`config.mk`:
```
export PLATFORM = sky130hd
export DESIGN_NAME = core_debug_status
export DESIGN_NICKNAME = d
export VERILOG_FILES = /design/src/design/debug_status_pkg.sv /design/src/design/core_debug_status.sv
export VERILOG_INCLUDE_DIRS = /design/src /design/src/design
export SDC_FILE = /design/constraint.sdc
export NUM_CORES = 1
export LEC_CHECK = 0
export ABC_CLOCK_PERIOD_IN_PS = 1500
export BUFFER_PORTS_ARGS = -buffer_cell sky130_fd_sc_hd__buf_4
export CORE_ASPECT_RATIO = 1.2
export CORE_UTILIZATION = 38
export CTS_CLUSTER_DIAMETER = 40
export DETAILED_ROUTE_END_ITERATION = 12
export GPL_ROUTABILITY_DRIVEN = 0
export PLACE_DENSITY = 0.84
export SETUP_SLACK_MARGIN = 0.05
export SYNTH_ARGS = -nofsm -noshare
export SYNTH_HDL_FRONTEND = slang
export SYNTH_SLANG_ARGS = --single-unit
```
`constraint.sdc`:
```
create_clock -name aclk -period 1.5 [get_ports aclk]
set_input_delay 0.375 -clock aclk [delete_from_list [all_inputs] [get_ports aclk]]
set_output_delay 0.375 -clock aclk [all_outputs]
set_load 0.01 [all_outputs]
```
`src/design/debug_status_params.svh`:
```
`ifndef DEBUG_STATUS_PARAMS_SVH
`define DEBUG_STATUS_PARAMS_SVH

// register byte address
`define DEBUG_STATUS_ADDR      16'hFD00
// control register of own choosing: debug enable only
`define DEBUG_CTRL_ADDR        16'hFD04
// reset values
`define DEBUG_STATUS_RST_EXEC  32'h0000_0000
`define DEBUG_STATUS_RST_HALT  32'h0000_0002
// field positions
`define DS_ENABLE_BIT          0
`define DS_HALT_BIT            1
`define DS_HALT_MASK_BIT       2
`define DS_SUSPEND_OUT_STATE_IN_BIT         3
`define DS_SUSPEND_OUT_STATE_OUT_BIT        4
`define DS_PRIOR_SUSPEND_OUT_STATE_BIT      6
`define DS_POSTED_BIT          7
`define DS_ORIGIN_LSB          8
`define DS_ORIGIN_MSB          12
// event origin codes
`define ORIGIN_EXTERNAL        5'h00
`define ORIGIN_CORE_REG        5'h01
`define ORIGIN_SOFTWARE        5'h02
`define ORIGIN_TRIGGER_BASE    5'h10
// axi responses
`define RESP_OKAY              2'h0
`define RESP_SLVERR            2'h2

`endif

```
`src/design/debug_status_pkg.sv`:
```
package debug_status_pkg;
   // bus write phase tracking
   typedef enum logic [1:0] {
      WR_IDLE,
      WR_RESP
   } wr_state_t;
endpackage

```
`src/design/core_debug_status.sv`:
```
// The implementer's own choice: the AXI4-Lite slave port.
`timescale 1ns/100ps
`include "debug_status_params.svh"
// Notes on behaviour
// - reset zero, or halt bit when boot-halt
// - five-bit origin of last debug event
// - posted flag bit 7, hardware set, writable
// - bit 4 drives suspend out, sw/hw
// - bit 3 read-only mirror of suspend in
// - no halt without boot strap, suspend in, event, write
// - halt mask bit gates write, reads zero
// - halt reads 00 running, 01 halted
// - write 10 clears, 11 sets if enabled
// - bit 0 read-only debug enable status
// - suspend in halts while debug enabled
// - origin always updates, suspend not when posted
module core_debug_status
   import debug_status_pkg::*;
(
   // clock and reset
   input  wire logic        aclk,
   input  wire logic        aresetn,
   // boot strap: 1 boots into halt
   input  wire logic        boot_halt,
   // axi4-lite write address
   input  wire logic [15:0] s_axi_awaddr,
   input  wire logic        s_axi_awvalid,
   output logic             s_axi_awready,
   // axi4-lite write data
   input  wire logic [31:0] s_axi_wdata,
   input  wire logic [3:0]  s_axi_wstrb,
   input  wire logic        s_axi_wvalid,
   output logic             s_axi_wready,
   // axi4-lite write response
   output logic [1:0]       s_axi_bresp,
   output logic             s_axi_bvalid,
   input  wire logic        s_axi_bready,
   // axi4-lite read address
   input  wire logic [15:0] s_axi_araddr,
   input  wire logic        s_axi_arvalid,
   output logic             s_axi_arready,
   // axi4-lite read data
   output logic [31:0]      s_axi_rdata,
   output logic [1:0]       s_axi_rresp,
   output logic             s_axi_rvalid,
   input  wire logic        s_axi_rready,
   // debug event from the event logic
   input  wire logic        dbg_event,
   input  wire logic [4:0]  dbg_event_origin,
   input  wire logic        dbg_event_suspend,
   input  wire logic        dbg_event_halt,
   input  wire logic        dbg_event_posted,
   // suspend signals
   input  wire logic        suspend_in,
   output logic             suspend_out,
   // cpu halt status
   output logic             cpu_halted
);

   // register state; everything software or an event can change
   // lives here, the status word is assembled from it
   logic       enable_q;          // debug controller enabled
   logic       strap_done_q;      // first edge after reset release seen
   logic       halt_q;            // actual halt bit
   logic       suspend_out_state_out_q;        // suspend-out state
   logic       prior_suspend_out_state_q;      // previous suspend-out
   logic       posted_q;          // posted event flag
   logic [4:0] origin_q;          // last event origin
   // bus state; address and data are held apart so that either
   // channel may arrive first
   wr_state_t  wr_state_q;        // write phase
   logic       aw_held_q;         // write address captured
   logic       w_held_q;          // write data captured
   logic [15:0] awaddr_q;         // captured write address
   logic [31:0] wdata_q;          // captured write data
   logic [3:0]  wstrb_q;          // captured byte strobes
   logic        rvalid_q;         // read data pending
   logic [31:0] rdata_q;          // read data register
   logic [1:0]  rresp_q;          // read response
   logic [1:0]  bresp_q;          // write response

   // decoded write strobes; valid only in the single commit cycle
   // of a write
   logic        wr_fire;          // write commits this cycle
   logic        wr_status;        // write hits status register
   logic        wr_ctrl;          // write hits control register
   logic [31:0] status_view;      // assembled status word

   // address match helper; compares word addresses, so the two low
   // byte bits never select a different register
   function automatic logic addr_hit(input logic [15:0] a, input logic [15:0] base);
      addr_hit = (a[15:2] == base[15:2]);
   endfunction

   // write channel handshakes; each channel is refused once its half
   // of the write is held, so address and data may come in any order
   assign s_axi_awready = (wr_state_q == WR_IDLE) && !aw_held_q;
   assign s_axi_wready  = (wr_state_q == WR_IDLE) && !w_held_q;
   assign s_axi_bvalid  = (wr_state_q == WR_RESP);
   assign s_axi_bresp   = bresp_q;
   // read channel handshakes; one read at a time, a new address
   // waits until the previous data has been taken
   assign s_axi_arready = !rvalid_q;
   assign s_axi_rvalid  = rvalid_q;
   assign s_axi_rdata   = rdata_q;
   assign s_axi_rresp   = rresp_q;

   // outputs driven from state; suspend in halts the cpu only while
   // debug is enabled, and the halt drops again as soon as it falls
   assign suspend_out = suspend_out_state_out_q;
   assign cpu_halted  = halt_q || (enable_q && suspend_in);

   // write commit once both address and data are held; the register
   // update and the move to the response phase share this one cycle
   assign wr_fire   = (wr_state_q == WR_IDLE) && aw_held_q && w_held_q;
   assign wr_status = wr_fire && addr_hit(awaddr_q, `DEBUG_STATUS_ADDR);
   assign wr_ctrl   = wr_fire && addr_hit(awaddr_q, `DEBUG_CTRL_ADDR);

   // assemble status word; reserved bits and mask bit read zero
   // the suspend-in bit is a live view of the pin, not a stored copy
   always_comb begin
      status_view = 32'h0000_0000;
      status_view[`DS_ENABLE_BIT]   = enable_q;
      status_view[`DS_HALT_BIT]     = halt_q;
      status_view[`DS_HALT_MASK_BIT] = 1'b0;
      status_view[`DS_SUSPEND_OUT_STATE_IN_BIT]  = suspend_in;
      status_view[`DS_SUSPEND_OUT_STATE_OUT_BIT] = suspend_out_state_out_q;
      status_view[`DS_PRIOR_SUSPEND_OUT_STATE_BIT] = prior_suspend_out_state_q;
      status_view[`DS_POSTED_BIT]   = posted_q;
      status_view[`DS_ORIGIN_MSB:`DS_ORIGIN_LSB] = origin_q;
   end

   // capture write address
   // the slot stays full until the commit cycle frees it
   always_ff @(posedge aclk) begin
      if (!aresetn) begin
         aw_held_q <= 1'b0;
         awaddr_q  <= 16'h0000;
      end else if (s_axi_awvalid && s_axi_awready) begin
         // address taken; kept until the write commits
         aw_held_q <= 1'b1;
         awaddr_q  <= s_axi_awaddr;
      end else if (wr_fire) begin
         aw_held_q <= 1'b0;
      end
   end

   // capture write data
   // data and strobes are held together until the commit cycle
   always_ff @(posedge aclk) begin
      if (!aresetn) begin
         w_held_q <= 1'b0;
         wdata_q  <= 32'h0000_0000;
         wstrb_q  <= 4'h0;
      end else if (s_axi_wvalid && s_axi_wready) begin
         // data taken; kept until the write commits
         w_held_q <= 1'b1;
         wdata_q  <= s_axi_wdata;
         wstrb_q  <= s_axi_wstrb;
      end else if (wr_fire) begin
         w_held_q <= 1'b0;
      end
   end

   // write response phase; unmapped address answers slverr
   // no new write is taken until the response has been accepted
   always_ff @(posedge aclk) begin
      if (!aresetn) begin
         wr_state_q <= WR_IDLE;
         bresp_q    <= `RESP_OKAY;
      end else begin
         unique case (wr_state_q)
            WR_IDLE: begin
               if (wr_fire) begin
                  // commit: answer on the next cycle
                  wr_state_q <= WR_RESP;
                  bresp_q    <= (wr_status || wr_ctrl) ? `RESP_OKAY : `RESP_SLVERR;
               end
            end
            WR_RESP: begin
               if (s_axi_bready) begin
                  // response accepted, channels open again
                  wr_state_q <= WR_IDLE;
               end
            end
         endcase
      end
   end

   // read path; data registered one cycle after address taken
   // the word is frozen at that edge and stands until accepted
   always_ff @(posedge aclk) begin
      if (!aresetn) begin
         rvalid_q <= 1'b0;
         rdata_q  <= 32'h0000_0000;
         rresp_q  <= `RESP_OKAY;
      end else if (s_axi_arvalid && s_axi_arready) begin
         rvalid_q <= 1'b1;
         if (addr_hit(s_axi_araddr, `DEBUG_STATUS_ADDR)) begin
            // status register
            rdata_q <= status_view;
            rresp_q <= `RESP_OKAY;
         end else if (addr_hit(s_axi_araddr, `DEBUG_CTRL_ADDR)) begin
            // control register, enable bit only
            rdata_q <= {31'h0000_0000, enable_q};
            rresp_q <= `RESP_OKAY;
         end else begin
            // unmapped: zero data with an error response
            rdata_q <= 32'h0000_0000;
            rresp_q <= `RESP_SLVERR;
         end
      end else if (rvalid_q && s_axi_rready) begin
         // data accepted, ready for the next address
         rvalid_q <= 1'b0;
      end
   end

   // mark the first edge after reset release; the halt bit loads the
   // boot strap on that edge only, so a strap that moves later is ignored
   always_ff @(posedge aclk) begin
      if (!aresetn) begin
         // strap not yet applied
         strap_done_q <= 1'b0;
      end else if (!strap_done_q) begin
         // strap applied now, never again until the next reset
         strap_done_q <= 1'b1;
      end
   end

   // debug enable, software controlled through the control register
   // it stays off after reset, so a boot halt is left by a clear write
   always_ff @(posedge aclk) begin
      if (!aresetn) begin
         enable_q <= 1'b0;
      end else if (wr_ctrl && wstrb_q[0]) begin
         // only the lowest byte lane carries the enable bit
         enable_q <= wdata_q[0];
      end
   end

   // halt bit: strap, debug event, masked software write
   // a masked software write beats an event halt in the same cycle
   always_ff @(posedge aclk) begin
      if (!aresetn) begin
         halt_q <= 1'b0;
      end else if (!strap_done_q) begin
         halt_q <= boot_halt;
      end else if (wr_status && wstrb_q[0] && wdata_q[`DS_HALT_MASK_BIT]) begin
         // without the mask bit a write leaves the halt bit alone
         // mask set: 10 clears, 11 sets only while enabled          
         if (!wdata_q[`DS_HALT_BIT]) begin
            halt_q <= 1'b0;
         end else if (enable_q) begin
            halt_q <= 1'b1;
         end
      end else if (dbg_event && dbg_event_halt) begin
         // a halting event sets the bit; only software clears it
         halt_q <= 1'b1;
      end
   end

   // suspend-out and its previous state
   // the previous state moves only on a hardware update
   always_ff @(posedge aclk) begin
      if (!aresetn) begin
         suspend_out_state_out_q   <= 1'b0;
         prior_suspend_out_state_q <= 1'b0;
      end else if (dbg_event && !dbg_event_posted) begin
         // event update; beats a software write in the same cycle
         prior_suspend_out_state_q <= suspend_out_state_out_q;
         suspend_out_state_out_q   <= dbg_event_suspend;
      end else if (wr_status && wstrb_q[0]) begin
         suspend_out_state_out_q   <= wdata_q[`DS_SUSPEND_OUT_STATE_OUT_BIT];
      end
   end

   // posted flag: hardware set wins over software write
   // a status write also writes this bit, so write back what was read
   always_ff @(posedge aclk) begin
      if (!aresetn) begin
         posted_q <= 1'b0;
      end else if (dbg_event && dbg_event_posted) begin
         // posted event sets the flag, suspend bits untouched
         posted_q <= 1'b1;
      end else if (wr_status && wstrb_q[0]) begin
         posted_q <= wdata_q[`DS_POSTED_BIT];
      end
   end

   // event origin, updated on every event
   // software cannot write it; reserved codes are stored as given
   always_ff @(posedge aclk) begin
      if (!aresetn) begin
         origin_q <= `ORIGIN_EXTERNAL;
      end else if (dbg_event) begin
         // posted or not, the origin follows the event
         origin_q <= dbg_event_origin;
      end
   end

endmodule

```
After elaboration in Yosys (flattened, before gate mapping)
Index checks and enable logic that the tools add are counted.
{"block": "word_totals", "ff_bits": 77, "output_inout_bits": 43, "inputBits": 86}
{"block": "op_classes", "n_reduce_logical": 32, "muxes": 23, "eq_ne": 9}
{"op": "$eq 14x14->1 const B", "n": 4}
{"op": "$logic_and 1x1->1", "n": 17}
{"op": "$mux 1", "n": 16}
{"op": "$mux 13", "n": 1}
{"op": "$mux 2", "n": 5}
{"op": "$reduce_bool 2->1", "n": 5}
{"op": "$reduce_and 2->1", "n": 3}
{"op": "$logic_not 1->1", "n": 4}
{"op": "$ne 4x4->1 const B", "n": 1}
{"op": "$pmux 2 s2", "n": 1}
{"op": "$ne 3x1->1 const B", "n": 1}
{"op": "$eq 2x1->1 const B", "n": 1}
{"op": "$logic_not 2->1", "n": 1}
{"op": "$logic_or 1x1->1", "n": 2}
{"op": "$ne 2x1->1 const B", "n": 1}
{"op": "$ne 2x2->1 const B", "n": 1}

Longest topological paths before layout
{"block": "depth", "ltp_word": 8, "mapped_depth": 5}

Worst setup path after synthesis
No wires, ideal clock.
{"block": "synth_timing", "path_type": "input-to-reg", "startpoint": "input s_axi_araddr[5]", "endpoint": "register rdata_q[4], in the netlist s_axi_rdata[4]", "arrival_ns": 1.413, "path_buffers": 1, "t_required_ns": 1.435, "slack_ns": 0.022, "cell_stages": 5, "cell_sequence": "or3b_4 > nor4_4 > buf_6 > a32oi_1 > nor2_1"}
{"block": "synth_between", "elab_chain_len": 2}
{"item": "start, declared", "line_no": "core_debug_status.sv:39", "source": "input wire logic [15:0] s_axi_araddr,"}
{"item": "$eq 14x14->1", "line_no": "core_debug_status.sv:92", "source": "addr_hit = (a[15:2] == base[15:2]);"}
{"item": "$mux 13", "line_no": "core_debug_status.sv:199", "source": "if (addr_hit(s_axi_araddr, `DEBUG_STATUS_ADDR)) begin"}
{"item": "end signal, assigned", "line_no": "core_debug_status.sv:201", "source": "rdata_q <= status_view;"}
{"item": "end signal, assigned", "line_no": "core_debug_status.sv:205", "source": "rdata_q <= {31'h0000_0000, enable_q};"}
{"item": "end, declared", "line_no": "core_debug_status.sv:78", "source": "logic [31:0] rdata_q;"}
No other way between the ends.
A chain may end at the register's enable or synchronous reset.

Worst setup path in the final report
{"block": "layout_timing", "startpoint": "input s_axi_araddr[5]", "endpoint": "register rdata_q[12], in the netlist s_axi_rdata[12]"}
The elaborated chain is that of the path after synthesis.

==> run_results.csv <==
group,metric,value,unit
route,vias,1833,
logic_synthesis,synth_area_leaders,"dfxtp_1, buf_4, nand2_1, mux2i_1, nor2_1",
clock_network,cts_buffers,5,
clock_network,cts_max_level,2,
setup_path,worstPathRequired,1.74,ns
timing,fin_skew,0.00507,ns
logic_synthesis,synth_top_cell_area_share,0.468,
global_route,grt-ovfl-total,0,
global_route,grt_pass1_vias,1664,
logic_synthesis,ys_seq_area_frac,0.468,
logic_synthesis,syn_inst,234,
logic_synthesis,synthTopCellsByCount,"dfxtp_1, nand2_1, nor2_1",
setup_path,worst-setup-path-type,"primary input to flop",
placed_design,io_buffers,71,
timing,layout_min_cycle_time,1.41,ns
clock_network,clock_tree.root_cell,"clkbuf_8",
placed_design,dp.cells,360,
route,post_drt_via_cell_ratio,4.97,
power,irDropWorstVdd,0.000524,V
global_route,grt_pass1_wl,7220,um
timing,rsz0062_at_grt,"no",
logic_synthesis,synth_most_common_cell,"dfxtp_1",
min_path,min_path_type,"primary input to flop",
logic_synthesis,synth_seq_cells,48,
setup_path,cp-end-kind,"flop",
route,ant_nets,0,
clock_network,insertion_delay,0.29,ns
logic_synthesis,synth_largest_area_cell,"dfxtp_1",
die,rows,28,
clock_network,cts_tree,"done",
global_route,antenna_found_initial,0,
finish,layout-drive-gt1-share,0.298,
global_route,met1_usage,0.177,
power,total_power,2.67,mW
route,dr.pass1.iters,4,
die,die_h,82.5,um
run_status,status,"finished, final reports clean",
finish,final_cells,369,
timing,finalSetupViolCount,0,
power,p_per_area,984,nW/um2
logic_synthesis,synth_edf_count,0,
clock_network,cts_sinks,48,
finish,fin_nets,394,
clock_network,cts_buffer_depth,2,
route,drc_errors,0,
global_route,grt_use_met2,0.280,
timing,hold_viol_final,0,
power,p_leak,1.22,nW
global_route,gr-usage-met3,0.0522,
setup_path,cp_max_fo,6,
route,wl_per_cell,12.0,um
finish,area_delta_synth_final,32.2,%
timing,max_freq,709,MHz
clock_network,clkTransAtPathRegs,0.09,ns
logic_synthesis,ys_warn_count,0,
finish,regArea,961,um2
die,die_w,69.1,um
die,core_area,5080,um2
die,initial_core_util,0.404,
global_route,gr-max-usage-layer,"met2",
global_route,grt_max_degree,19,
logic_synthesis,syn_area,2050,um2
setup_path,cp.arrival,1.65,ns
timing,fin_crit_sh,0.941,
global_route,grt_usage,0.158,
finish,n_antenna_cell,0,
placed_design,post-place-ws,-0.0267,ns
flow_run,cap_violations,0,
placed_design,dpl.hpwl,3290,um
clock_network,ctsHoldBuffers,0,
finish,fillCellCount,501,
timing,drv_slew,0,
logic_synthesis,synthArstFlopShare,0,
finish,multiInputGateArea,930,um2
logic_synthesis,yosys_most_used_dff,"dfxtp_1",
logic_synthesis,syn_area_per_cell,8.77,um2
setup_path,cp-start-kind,"primary input",
route,first_iter_violations,73,
route,drt-total-wl,4430,um
logic_synthesis,synth_cell_types,38,
die,io_pins,129,
timing,setup_ws,0.0888,ns
die,dieArea,5700,um2
## per-layer routing
| metal | vias to the layer above | part of all wire |
|---|---|---|
| li1 | 905 | - |
| met1 | 840 | 0.40 |
| met2 | 81 | 0.51 |
| met3 | 7 | 0.078 |
| met4 | 0 | 0.014 |
| met5 | - | 0 |
## worst paths after layout
check	startpoint	endpoint	slack (ns)	depth (start not counted)
worst max register to register	wr_state_q[0]	suspend_out	0.15	4
worst min-delay path	aresetn	strap_done_q	0.21	1
worst max-delay path	s_axi_araddr[5]	s_axi_rdata[12]	0.09	6
worst min register to register	awaddr_q[10]	awaddr_q[10]	0.46	2
## final cells by class
type                    count  share of cell area
clock buffers               5              0.0254
flip-flops and latches     48               0.354
repair buffers             79               0.224
multi-input cells         166               0.343
clock inverters             3              0.0157
well taps                  60              0.0277
inverters                   8              0.0111
## report_power, final
part	total, mW	leakage (nW)	internal (mW)	switching [mW]
Clock	0.909	0.0541	0.493	0.416
Combinational	0.379	0.777	0.194	0.185
Sequential	1.38	0.393	1.34	0.0437
## registers in the layout, indices dropped and copies added, names as in the netlist, 5 cells and up
signal and count:
s_axi_rdata 11, origin_q 5, awaddr_q 14, wdata_q 5
## what timing repair did
action / CTS / global route
setup endpoints to repair: 0 / 11
resized for setup: 0 / 3
buffers inserted: 0 / 0
## per-stage QoR
| stage | hold WS, ns | instance area (um2) | setup TNS, ns | utilization |
|---|---|---|---|---|
| floorplan | 0.403 | 2140 | 0 | - |
| global placement | 0.439 | 2580 | -0.000857 | 0.509 |
| detailed placement | 0.448 | 2580 | -0.168 | 0.509 |
| CTS | 0.206 | 2700 | 0 | 0.531 |
| global route | 0.205 | 2710 | 0 | 0.534 |
| finish | 0.214 | 2710 | 0 | 0.534 |
## placed cells by master (no fill, tap or decap), types with 2 or more instances in the layout
| cell | count |
|---|---|
| a211oi_1 | 3 |
| a21oi_1 | 21 |
| a32oi_1 | 10 |
| and4_1 | 2 |
| and4b_1 | 2 |
| buf_4 | 76 |
| clkbuf_8 | 5 |
| conb_1 | 23 |
| dfxtp_1 | 48 |
| inv_1 | 6 |
| mux2i_1 | 12 |
| nand2_1 | 33 |
| nand2b_1 | 2 |
| nand4_1 | 2 |
| nand4b_1 | 2 |
| nand4bb_1 | 2 |
| nor2_1 | 31 |
| nor3_2 | 2 |
| o211ai_1 | 2 |
| o21ai_0 | 4 |
## critical path, cell delays in order
cell and delay [ns]:
buf_4 0.11, or3b_4 0.39, nor4_4 0.30, buf_2 0.23, a32oi_1 0.13, nor2_1 0.11
## cells by family (layout without fill, tap and decap cells)
family	count (synthesis)	after routing	synth area share
muxes	12	12	0.0585
other	1	23	0.00183
buffers and inverters	42	95	0.124
AOI/OAI and AO/OA	44	44	0.137
and+or+nand+nor	87	87	0.211
DFF	48	48	0.468
No activity file was read; power rests on OpenSTA's default activity.
